## src/inc/ebc_pkg.sv

```systemverilog
// Contract
// RULE_01: Bus control loads C6 on reset/standby
// RULE_02: Different-area read pair gets one idle
// RULE_03: Read then write gets one idle
// RULE_04: Burst ROM enable makes area 0 burst
// RULE_05: Burst cycle is 2 or 3 states
// RULE_06: Burst max 4 or 8 words
// RULE_07: Map select picks one of two maps
// RULE_08: Map select ignored in mode 6
// RULE_09: Area division only in modes 3-5
// RULE_10: Area division sets area sizes
// RULE_11: Software keeps division set while map cleared
// RULE_12: Wait pin enable lets wait pin stall
// RULE_13: Chip select enable loads 0F on reset/standby
// RULE_14: Enable bits 7-4 force chip select pins
// RULE_15: Chip select writes ignored in single-chip
// RULE_16: Low chip select bits read one
// RULE_17: New settings apply at next bus cycle
package ebc_pkg;

    ////////////////////////////////////////////////////////////////////////
    // Register map, byte addresses on the Wishbone port
    localparam logic [7:0] OFS_BUS_CTRL = 8'h00;
    localparam logic [7:0] OFS_CS_EN = 8'h04;
    localparam logic [7:0] OFS_STATUS = 8'h08;

    // Reset values
    localparam logic [7:0] BUS_CTRL_RESET = 8'hC6;
    localparam logic [7:0] CS_EN_RESET = 8'h0F;

    // Bus control field positions
    localparam int BIT_IDLE_DIFF = 7;
    localparam int BIT_IDLE_RW = 6;
    localparam int BIT_BROM = 5;
    localparam int BIT_BLEN = 4;
    localparam int BIT_BWORDS = 3;
    localparam int BIT_MMAP = 2;
    localparam int BIT_ADIV = 1;
    localparam int BIT_WAIT_PIN_ENABLE = 0;

    // Chip select enable field: bits 7..4, low nibble reserved
    localparam int CS_EN_LSB = 4;
    localparam int CS_EN_W = 4;
    localparam logic [3:0] CS_RSVD_VAL = 4'hF;

    // Status register field positions
    localparam int ST_MODE_LSB = 0;
    localparam int ST_MAP_BIT = 3;
    localparam int ST_DIV_BIT = 4;
    localparam int ST_WAIT_BIT = 5;
    localparam int ST_AREA_LSB = 6;

    ////////////////////////////////////////////////////////////////////////
    // Operating modes
    localparam logic [2:0] MODE_MAP_FIXED = 3'h6;
    localparam logic [2:0] MODE_DIV_LO = 3'h3;
    localparam logic [2:0] MODE_DIV_HI = 3'h5;
    localparam logic [2:0] MODE_SINGLE_LO = 3'h6;

    // Burst ROM figures
    localparam logic [1:0] BURST_STATES_SHORT = 2'h2;
    localparam logic [1:0] BURST_STATES_LONG = 2'h3;
    localparam logic [3:0] BURST_WORDS_FEW = 4'h4;
    localparam logic [3:0] BURST_WORDS_MANY = 4'h8;
    localparam int BURST_LSB_FEW = 4;
    localparam int BURST_LSB_MANY = 5;

    // Area bases, uneven division
    localparam int ADDR_W = 24;
    localparam int AREA_UNIT_LSB = 21;
    localparam logic [23:0] AREA1_BASE = 24'h200000;
    localparam logic [23:0] AREA2_BASE = 24'h400000;
    localparam logic [23:0] AREA3_BASE = 24'hC00000;
    localparam logic [23:0] AREA4_BASE = 24'hE00000;
    localparam logic [23:0] AREA5_BASE = 24'hFF90EA;
    localparam logic [23:0] AREA6_BASE = 24'hFFA0EA;
    localparam logic [23:0] AREA7_BASE = 24'hFFFFEA;

    ////////////////////////////////////////////////////////////////////////
    // Carriers
    typedef struct packed {
        logic valid;
        logic busy;
        logic write;
        logic [23:0] addr;
    } ebc_req_t;

    typedef struct packed {
        logic valid;
        logic [2:0] area;
        logic idle_before;
        logic burst_area;
        logic [1:0] burst_states;
        logic [3:0] burst_words;
        logic burst_hit;
    } ebc_info_t;

    typedef struct packed {
        logic [3:0] cs_out_en;
        logic wait_pin_func;
        logic wait_stall;
        logic mem_map;
        logic area_div;
    } ebc_pins_t;

endpackage

```

## src/logic/ebc_area_dec.sv

```systemverilog
`timescale 1ns/10ps
`default_nettype none
module ebc_area_dec #(
    parameter int ADDR_W = 24
) (
    input wire logic [ADDR_W-1:0] addr,
    input wire logic uniform,
    output logic [2:0] area
);

    ////////////////////////////////////////////////////////////////////////
    // Area bases are fixed to a 16 Mbyte space
    generate
        if (ADDR_W != ebc_pkg::ADDR_W) begin : g_bad_width
            $error("ebc_area_dec supports only a 24-bit address");
        end
    endgenerate

    // Uniform 2 Mbyte slices, or the uneven table
    always_comb begin
        area = 3'h0;
        if (uniform) begin
            area = addr[ADDR_W-1:ebc_pkg::AREA_UNIT_LSB]; // RULE_10
        end else if (addr >= ebc_pkg::AREA7_BASE) begin
            area = 3'h7; // RULE_10
        end else if (addr >= ebc_pkg::AREA6_BASE) begin
            area = 3'h6;
        end else if (addr >= ebc_pkg::AREA5_BASE) begin
            area = 3'h5;
        end else if (addr >= ebc_pkg::AREA4_BASE) begin
            area = 3'h4;
        end else if (addr >= ebc_pkg::AREA3_BASE) begin
            area = 3'h3;
        end else if (addr >= ebc_pkg::AREA2_BASE) begin
            area = 3'h2;
        end else if (addr >= ebc_pkg::AREA1_BASE) begin
            area = 3'h1;
        end
    end

endmodule
`default_nettype wire

```

## src/logic/ebc_config.sv

```systemverilog
`timescale 1ns/10ps
`default_nettype none
module ebc_config (
    input wire logic CORE_CLK,
    input wire logic RST_N,
    input wire logic WB_CYC_I,
    input wire logic WB_STB_I,
    input wire logic WB_WE_I,
    input wire logic [7:0] WB_ADR_I,
    input wire logic [3:0] WB_SEL_I,
    input wire logic [31:0] WB_DAT_I,
    output logic [31:0] WB_DAT_O,
    output logic WB_ACK_O,
    input wire logic [2:0] MODE,
    input wire logic HW_STANDBY_N,
    input wire logic WAIT_N,
    input wire ebc_pkg::ebc_req_t REQ,
    output ebc_pkg::ebc_info_t INFO,
    output ebc_pkg::ebc_pins_t PINS
);

    ////////////////////////////////////////////////////////////////////////
    // Whole state of the block
    typedef struct packed {
        logic [2:0] mode_s1;
        logic [2:0] mode_s2;
        logic [2:0] mode_s3;
        logic [2:0] mode_q;
        logic stby_s1;
        logic stby_s2;
        logic stby_s3;
        logic stby_q;
        logic wait_s1;
        logic wait_s2;
        logic wait_s3;
        logic wait_q;
        logic [7:0] bus_ctrl;
        logic [3:0] cs_en;
        logic ack;
        logic [31:0] dat;
        logic prev_valid;
        logic prev_read;
        logic [2:0] prev_area;
        logic [23:0] prev_addr;
        ebc_pkg::ebc_info_t info;
        ebc_pkg::ebc_pins_t pins;
    } ebc_state_t;

    ebc_state_t st_reg;
    ebc_state_t st_next;

    logic access;
    logic wr_ok;
    logic single_chip;
    logic div_valid;
    logic eff_div;
    logic eff_map;
    logic [2:0] req_area;
    logic diff_area;
    logic hit_few;
    logic hit_many;
    logic burst_on;

    ////////////////////////////////////////////////////////////////////////
    // Mode-derived qualifiers, all from filtered pins
    always_comb begin
        single_chip = (st_reg.mode_q >= ebc_pkg::MODE_SINGLE_LO);
        div_valid = (st_reg.mode_q >= ebc_pkg::MODE_DIV_LO)
            && (st_reg.mode_q <= ebc_pkg::MODE_DIV_HI);
        // Outside modes 3-5 the bit is don't-care: behave as uniform
        eff_div = div_valid ? st_reg.bus_ctrl[ebc_pkg::BIT_ADIV] : 1'b1; // RULE_09
        // Mode 6 pins the default map whatever software wrote
        if (st_reg.mode_q == ebc_pkg::MODE_MAP_FIXED) begin
            eff_map = 1'b1; // RULE_08
        end else begin
            eff_map = st_reg.bus_ctrl[ebc_pkg::BIT_MMAP]; // RULE_07
        end
    end

    // Area of the cycle now starting, from live settings
    ebc_area_dec #(
        .ADDR_W(ebc_pkg::ADDR_W)
    ) u_area (
        .addr(REQ.addr),
        .uniform(eff_div),
        .area(req_area)
    );

    // Burst neighbourhood compare against the previous address
    always_comb begin
        diff_area = (req_area != st_reg.prev_area);
        hit_few = (REQ.addr[23:ebc_pkg::BURST_LSB_FEW]
            == st_reg.prev_addr[23:ebc_pkg::BURST_LSB_FEW]);
        hit_many = (REQ.addr[23:ebc_pkg::BURST_LSB_MANY]
            == st_reg.prev_addr[23:ebc_pkg::BURST_LSB_MANY]);
        burst_on = st_reg.bus_ctrl[ebc_pkg::BIT_BROM];
        access = WB_CYC_I && WB_STB_I && !st_reg.ack;
        wr_ok = access && WB_WE_I && WB_SEL_I[0];
    end

    ////////////////////////////////////////////////////////////////////////
    // Next-state logic
    always_comb begin
        st_next = st_reg;
        st_next.ack = 1'b0;
        st_next.info.valid = 1'b0;

        // Pin filters: a change counts once stages two and three agree
        st_next.mode_s1 = MODE;
        st_next.mode_s2 = st_reg.mode_s1;
        st_next.mode_s3 = st_reg.mode_s2;
        if (st_reg.mode_s2 == st_reg.mode_s3) begin
            st_next.mode_q = st_reg.mode_s3;
        end
        st_next.stby_s1 = HW_STANDBY_N;
        st_next.stby_s2 = st_reg.stby_s1;
        st_next.stby_s3 = st_reg.stby_s2;
        if (st_reg.stby_s2 == st_reg.stby_s3) begin
            st_next.stby_q = st_reg.stby_s3;
        end
        st_next.wait_s1 = WAIT_N;
        st_next.wait_s2 = st_reg.wait_s1;
        st_next.wait_s3 = st_reg.wait_s2;
        if (st_reg.wait_s2 == st_reg.wait_s3) begin
            st_next.wait_q = st_reg.wait_s3;
        end

        // Wishbone slave: one-cycle answer, unmapped reads zero
        if (access) begin
            st_next.ack = 1'b1;
            st_next.dat = 32'h00000000;
            case (WB_ADR_I)
                ebc_pkg::OFS_BUS_CTRL: begin
                    st_next.dat[7:0] = st_reg.bus_ctrl;
                    if (wr_ok) begin
                        st_next.bus_ctrl = WB_DAT_I[7:0];
                    end
                end
                ebc_pkg::OFS_CS_EN: begin
                    // Reserved nibble is constant ones
                    st_next.dat[7:0] = {st_reg.cs_en,
                        ebc_pkg::CS_RSVD_VAL}; // RULE_16
                    if (wr_ok && !single_chip) begin // RULE_15
                        st_next.cs_en = WB_DAT_I[7:ebc_pkg::CS_EN_LSB];
                    end
                end
                ebc_pkg::OFS_STATUS: begin
                    st_next.dat[ebc_pkg::ST_MODE_LSB +: 3] = st_reg.mode_q;
                    st_next.dat[ebc_pkg::ST_MAP_BIT] = eff_map;
                    st_next.dat[ebc_pkg::ST_DIV_BIT] = eff_div;
                    st_next.dat[ebc_pkg::ST_WAIT_BIT] = st_reg.wait_q;
                    st_next.dat[ebc_pkg::ST_AREA_LSB +: 3] =
                        st_reg.prev_area;
                end
                default: begin
                    st_next.dat = 32'h00000000;
                end
            endcase
        end

        // Hardware standby forces defaults; software standby is not seen
        if (!st_reg.stby_q) begin
            st_next.bus_ctrl = ebc_pkg::BUS_CTRL_RESET; // RULE_01
            st_next.cs_en =
                ebc_pkg::CS_EN_RESET[7:ebc_pkg::CS_EN_LSB]; // RULE_13
        end

        // Per-cycle attributes, latched at the start of a bus cycle
        if (REQ.valid) begin
            st_next.info.valid = 1'b1;
            st_next.info.area = req_area;
            // Idle only between two adjacent cycles led by a read
            st_next.info.idle_before = st_reg.prev_valid
                && st_reg.prev_read
                && ((!REQ.write && diff_area
                    && st_reg.bus_ctrl[ebc_pkg::BIT_IDLE_DIFF]) // RULE_02
                || (REQ.write
                    && st_reg.bus_ctrl[ebc_pkg::BIT_IDLE_RW])); // RULE_03
            st_next.info.burst_area = burst_on
                && (req_area == 3'h0); // RULE_04
            if (st_reg.bus_ctrl[ebc_pkg::BIT_BLEN]) begin
                st_next.info.burst_states =
                    ebc_pkg::BURST_STATES_LONG; // RULE_05
            end else begin
                st_next.info.burst_states = ebc_pkg::BURST_STATES_SHORT;
            end
            // Burst continues only inside the same aligned word group
            if (st_reg.bus_ctrl[ebc_pkg::BIT_BWORDS]) begin
                st_next.info.burst_words = ebc_pkg::BURST_WORDS_MANY;
                st_next.info.burst_hit = hit_many; // RULE_06
            end else begin
                st_next.info.burst_words = ebc_pkg::BURST_WORDS_FEW;
                st_next.info.burst_hit = hit_few; // RULE_06
            end
            st_next.info.burst_hit = st_next.info.burst_hit
                && burst_on && !REQ.write && st_reg.prev_valid
                && st_reg.prev_read && (st_reg.prev_area == 3'h0)
                && (req_area == 3'h0);
            st_next.prev_valid = 1'b1;
            st_next.prev_read = !REQ.write;
            st_next.prev_area = req_area;
            st_next.prev_addr = REQ.addr;
        end

        // Pin functions change only between cycles, never mid-cycle
        if (REQ.valid || !REQ.busy) begin // RULE_17
            st_next.pins.cs_out_en = st_reg.cs_en; // RULE_14
            st_next.pins.wait_pin_func =
                st_reg.bus_ctrl[ebc_pkg::BIT_WAIT_PIN_ENABLE]; // RULE_12
            st_next.pins.mem_map = eff_map;
            st_next.pins.area_div = eff_div;
        end

        // Wait pin is active low; gated by the pin function it is
        // registered with, so a stall never outlives its enable
        st_next.pins.wait_stall = st_next.pins.wait_pin_func
            && !st_reg.wait_q; // RULE_12
    end

    ////////////////////////////////////////////////////////////////////////
    // State register, synchronous reset to constants only
    always_ff @(posedge CORE_CLK) begin
        if (!RST_N) begin
            st_reg <= '0;
            st_reg.stby_s1 <= 1'b1;
            st_reg.stby_s2 <= 1'b1;
            st_reg.stby_s3 <= 1'b1;
            st_reg.stby_q <= 1'b1;
            st_reg.wait_s1 <= 1'b1;
            st_reg.wait_s2 <= 1'b1;
            st_reg.wait_s3 <= 1'b1;
            st_reg.wait_q <= 1'b1;
            st_reg.bus_ctrl <= ebc_pkg::BUS_CTRL_RESET; // RULE_01
            st_reg.cs_en <=
                ebc_pkg::CS_EN_RESET[7:ebc_pkg::CS_EN_LSB]; // RULE_13
            st_reg.pins.mem_map <= 1'b1;
            st_reg.pins.area_div <= 1'b1;
        end else begin
            st_reg <= st_next;
        end
    end

    // Outputs straight from the state flops
    assign WB_DAT_O = st_reg.dat;
    assign WB_ACK_O = st_reg.ack;
    assign INFO = st_reg.info;
    assign PINS = st_reg.pins;

endmodule
`default_nettype wire

```

## config.mk

```make
export PLATFORM = sky130hd
export DESIGN_NAME = ebc_config
export DESIGN_NICKNAME = d
export VERILOG_FILES = /design/src/inc/ebc_pkg.sv /design/src/logic/ebc_area_dec.sv /design/src/logic/ebc_config.sv
export SDC_FILE = /design/constraint.sdc
export NUM_CORES = 1
export LEC_CHECK = 0
export ABC_AREA = 1
export BUFFER_PORTS_ARGS = -buffer_cell sky130_fd_sc_hd__buf_2
export CORE_ASPECT_RATIO = 0.75
export CORE_UTILIZATION = 45
export DETAILED_ROUTE_END_ITERATION = 10
export PLACE_DENSITY = 0.73
export SYNTH_ARGS = -nofsm -noshare
export SYNTH_HDL_FRONTEND = slang
export SYNTH_SLANG_ARGS = --single-unit
```

## constraint.sdc

```tcl
create_clock -name CORE_CLK -period 1.6 [get_ports CORE_CLK]
set_input_delay 0.08 -clock CORE_CLK [delete_from_list [all_inputs] [get_ports CORE_CLK]]
set_output_delay 0.08 -clock CORE_CLK [all_outputs]
set_load 0.1 [all_outputs]
```

==> impl_metrics.csv <==
group,metric,value,unit
outcome,status,"complete, but fails checks",
outcome,violations,"design-rule violations",
synth,synth-simple-area-share,0.230,
sta,slew_viol_final,0,
cells_and_area,layout.cells.non_filler,733,
sta,fmax,644,MHz
die,start_util,0.468,
grt,grt_util_met2,0.313,
cells_and_area,antenna_cells,0,
worst_hold_path,holdCritPathClass,"in -> reg",
clock_network,cts_root_buf,"clkbuf_16",
synth,netlist.area_leader.share,0.409,
pwr,switching_share,0.300,
pwr,powerDensity,1070,mW/mm^2
grt,grt_pass1_vias,3131,
pwr,clock_power_share,0.396,
die,die_w,111,um
die,num_rows,29,
synth,ys_seq_elements,82,
cells_and_area,nFillCells,806,
clock_network,cts_inserted_buffers,9,
die,coreArea,0.00856,mm^2
sta,rsz0062_at_grt,"yes",
pwr,peakVddDrop,0.539,mV
route,drt_pass1_iterations,7,
grt,global_route.peak_usage_layer,"met2",
synth,synth_cell_types,37,
grt,track_usage,0.202,
clock_network,clk_latency,0.33,ns
synth,seq_area_frac_synth,0.409,
route,vias_per_cell,4.83,
cells_and_area,final_nets,701,
sta,hold_viol_final,0,
setup_path,worstPathMaxFanout,6,
route,ant_nets,0,
cells_and_area,drive_gt1_frac,0.250,
cells_and_area,design_area,0.00473,mm^2
grt,grt_pass1_wl,14.8,mm
placed_design,hpwl,6.98,mm
grt,globalRouteMet3Util,0.0537,
sta,fin_crit_sh,0.971,
placed_design,place_congestion,0.900,
route,wl_per_cell,12.7,um
synth,synthXorXnorAreaFrac,0.0437,
grt,antenna_found_initial,0,
cells_and_area,final_cell_mix,"nand2_1 (97), buf_2 (81), dfxtp_1 (79)",
grt,grt-ovfl-total,0,
pwr,share_comb_of_total_power,0.173,
sta,finalClockSkew,0.00532,ns
placed_design,dpl_cell_area,0.00430,mm^2
grt,grt_util_met1,0.275,
pwr,p_seq_frac,0.431,
pwr,p_leak,2.32,nW
setup_path,end_kind,"flip-flop",
route,routed_wl,9.31,mm
sta,finalCriticalPeriod,1.55,ns
cells_and_area,area_delta_synth_final,17.9,%
pwr,p_total,5.04,mW
cells_and_area,largest_reg_flops,43,
pwr,p_switching,1.51,mW
synth,synth_top_area_cell,"dfxtp_1",
synth,muxShareOfSynthArea,0,
job,max-cap-violations,0,
sta,setup_viol,0,
die,dieArea,0.00930,mm^2
cells_and_area,final_common_cell,"nand2_1",
route,vias,3540,
setup_path,crit_path_start_kind,"flip-flop",
route,drc,14,
pwr,p_int,3.53,mW
clock_network,clk_path_buf_depth,2,
synth,synth_area_leaders,"dfxtp_1 (41%), buf_4 (9.9%), nand2_1 (9.4%), o21ai_0 (6.5%), a21oi_1 (5.6%)",
synth,ys_warn_count,0,
die,die_height,83.8,um
cells_and_area,final_core_util,0.552,
grt,grt_max_degree,45,
placed_design,dp.cells,704,
route,drt_iter0_drc,191,
synth,syn_avg_cell_area,7.39,um^2
setup_path,cp.required,1.87,ns
sta,timing.hold.ws,0.0130,ns
clock_network,clk_pin_slew,0.06,ns
placed_design,port_buffers,81,
clock_network,cts.sinks,82,
clock_network,cts_max_level,3,
synth,synth_compound_area_frac,0.146,
synth,synth_fa_ha_area_frac,0,
setup_path,arrival,1.82,ns
synth,syn_inst,543,
setup_path,crit_type,"reg -> reg",
die,ios,135,
synth,synth_top_family_by_area,"simple AND/OR/NAND/NOR gates",
clock_network,cts_tree,"yes",
synth,syn-cell-area,0.00401,mm^2
## critical path: stages, from the launching register on
cell and delay [ns]:
dfxtp_2 0.34, nand2_2 0.07, inv_2 0.05, nor3_4 0.30, nand2_1 0.12, o21ai_2 0.09
xor2_1 0.16, nor2_1 0.06, nand2_1 0.06, nand2_1 0.05, nand2_1 0.05, nand2_1 0.05
a21oi_2 0.10
## power by group through the flow
stage / clock, mW / combinational (mW) / sequential [mW]
global route: 2.11 / 0.930 / 2.18
global placement: 0 / 0.839 / 2.21
CTS: 2.03 / 0.868 / 2.17
floorplan: 0 / 0.728 / 2.21
detailed placement: 0 / 0.846 / 2.21
finish: 2.00 / 0.873 / 2.17
## final timing paths
kind                      from      endpoint  slack, ns  cells past startpoint
setup / recovery   st_reg[104]       INFO[8]       0.05                     12
hold / removal     WB_DAT_I[6]    st_reg[85]       0.01                      3
setup reg to reg   st_reg[104]       INFO[8]       0.05                     12
hold reg to reg   st_next[109]  st_next[106]       0.41                      2
## per-layer routing
| metal | wire length [um] | part of all wire | up-vias |
|---|---|---|---|
| met3 | 678 | 0.073 | 8 |
| met2 | 4000 | 0.43 | 118 |
| met5 | 0 | 0 | - |
| li1 | - | - | 1815 |
| met1 | 4540 | 0.49 | 1599 |
| met4 | 93 | 0.010 | 0 |
## what timing repair did
| action | in CTS | in global routing |
|---|---|---|
| endpoints found under the setup margin | 1 | 5 |
| resized for setup | 2 | 5 |
| endpoints found under the hold margin | 10 | 0 |
| buffers inserted | 1 | 2 |
| hold buffers | 10 | 0 |
| pin swaps | 1 | 4 |
## logic make-up after synthesis
| family | Yosys count |
|---|---|
| compound gates | 110 |
| xor+xnor | 20 |
| buf+inv | 129 |
| flops | 82 |
| other cells | 1 |
| simple gates | 201 |
## stage by stage
stage               setup slack (ns)  TNS [ns]
floorplan                      0.142         0
global placement              0.0633         0
detailed placement           0.00775         0
CTS                         0.000416         0
global route                 -0.0656    -0.218
finish                        0.0461         0
## cells in the mapped netlist, drive strengths merged
cell	instances
o22ai	2
conb	1
nand4	6
o211ai	2
clkinv	2
a221o	1
o2111a	1
buf	56
inv	60
a221oi	1
a21oi	46
a2111oi	1
nand2	106
nor4	6
o21ai	55
xor2	15
a22o	1
nand3	18
nor2	54
xnor2	5
nor3	4
dfxtp	82
clkbuf	11
or2	7
## final cells by class
| class | count | area [um^2] | share of cell area |
|---|---|---|---|
| tap | 108 | 135 | 0.0286 |
| clock inverter | 5 | 55.1 | 0.0116 |
| sequential | 82 | 1650 | 0.348 |
| inverter | 62 | 234 | 0.0495 |
| timing repair buffer | 109 | 641 | 0.135 |
| clock buffer | 11 | 233 | 0.0492 |
| multi-input combinational | 356 | 1790 | 0.378 |
No activity file was read; power rests on OpenSTA's default activity.
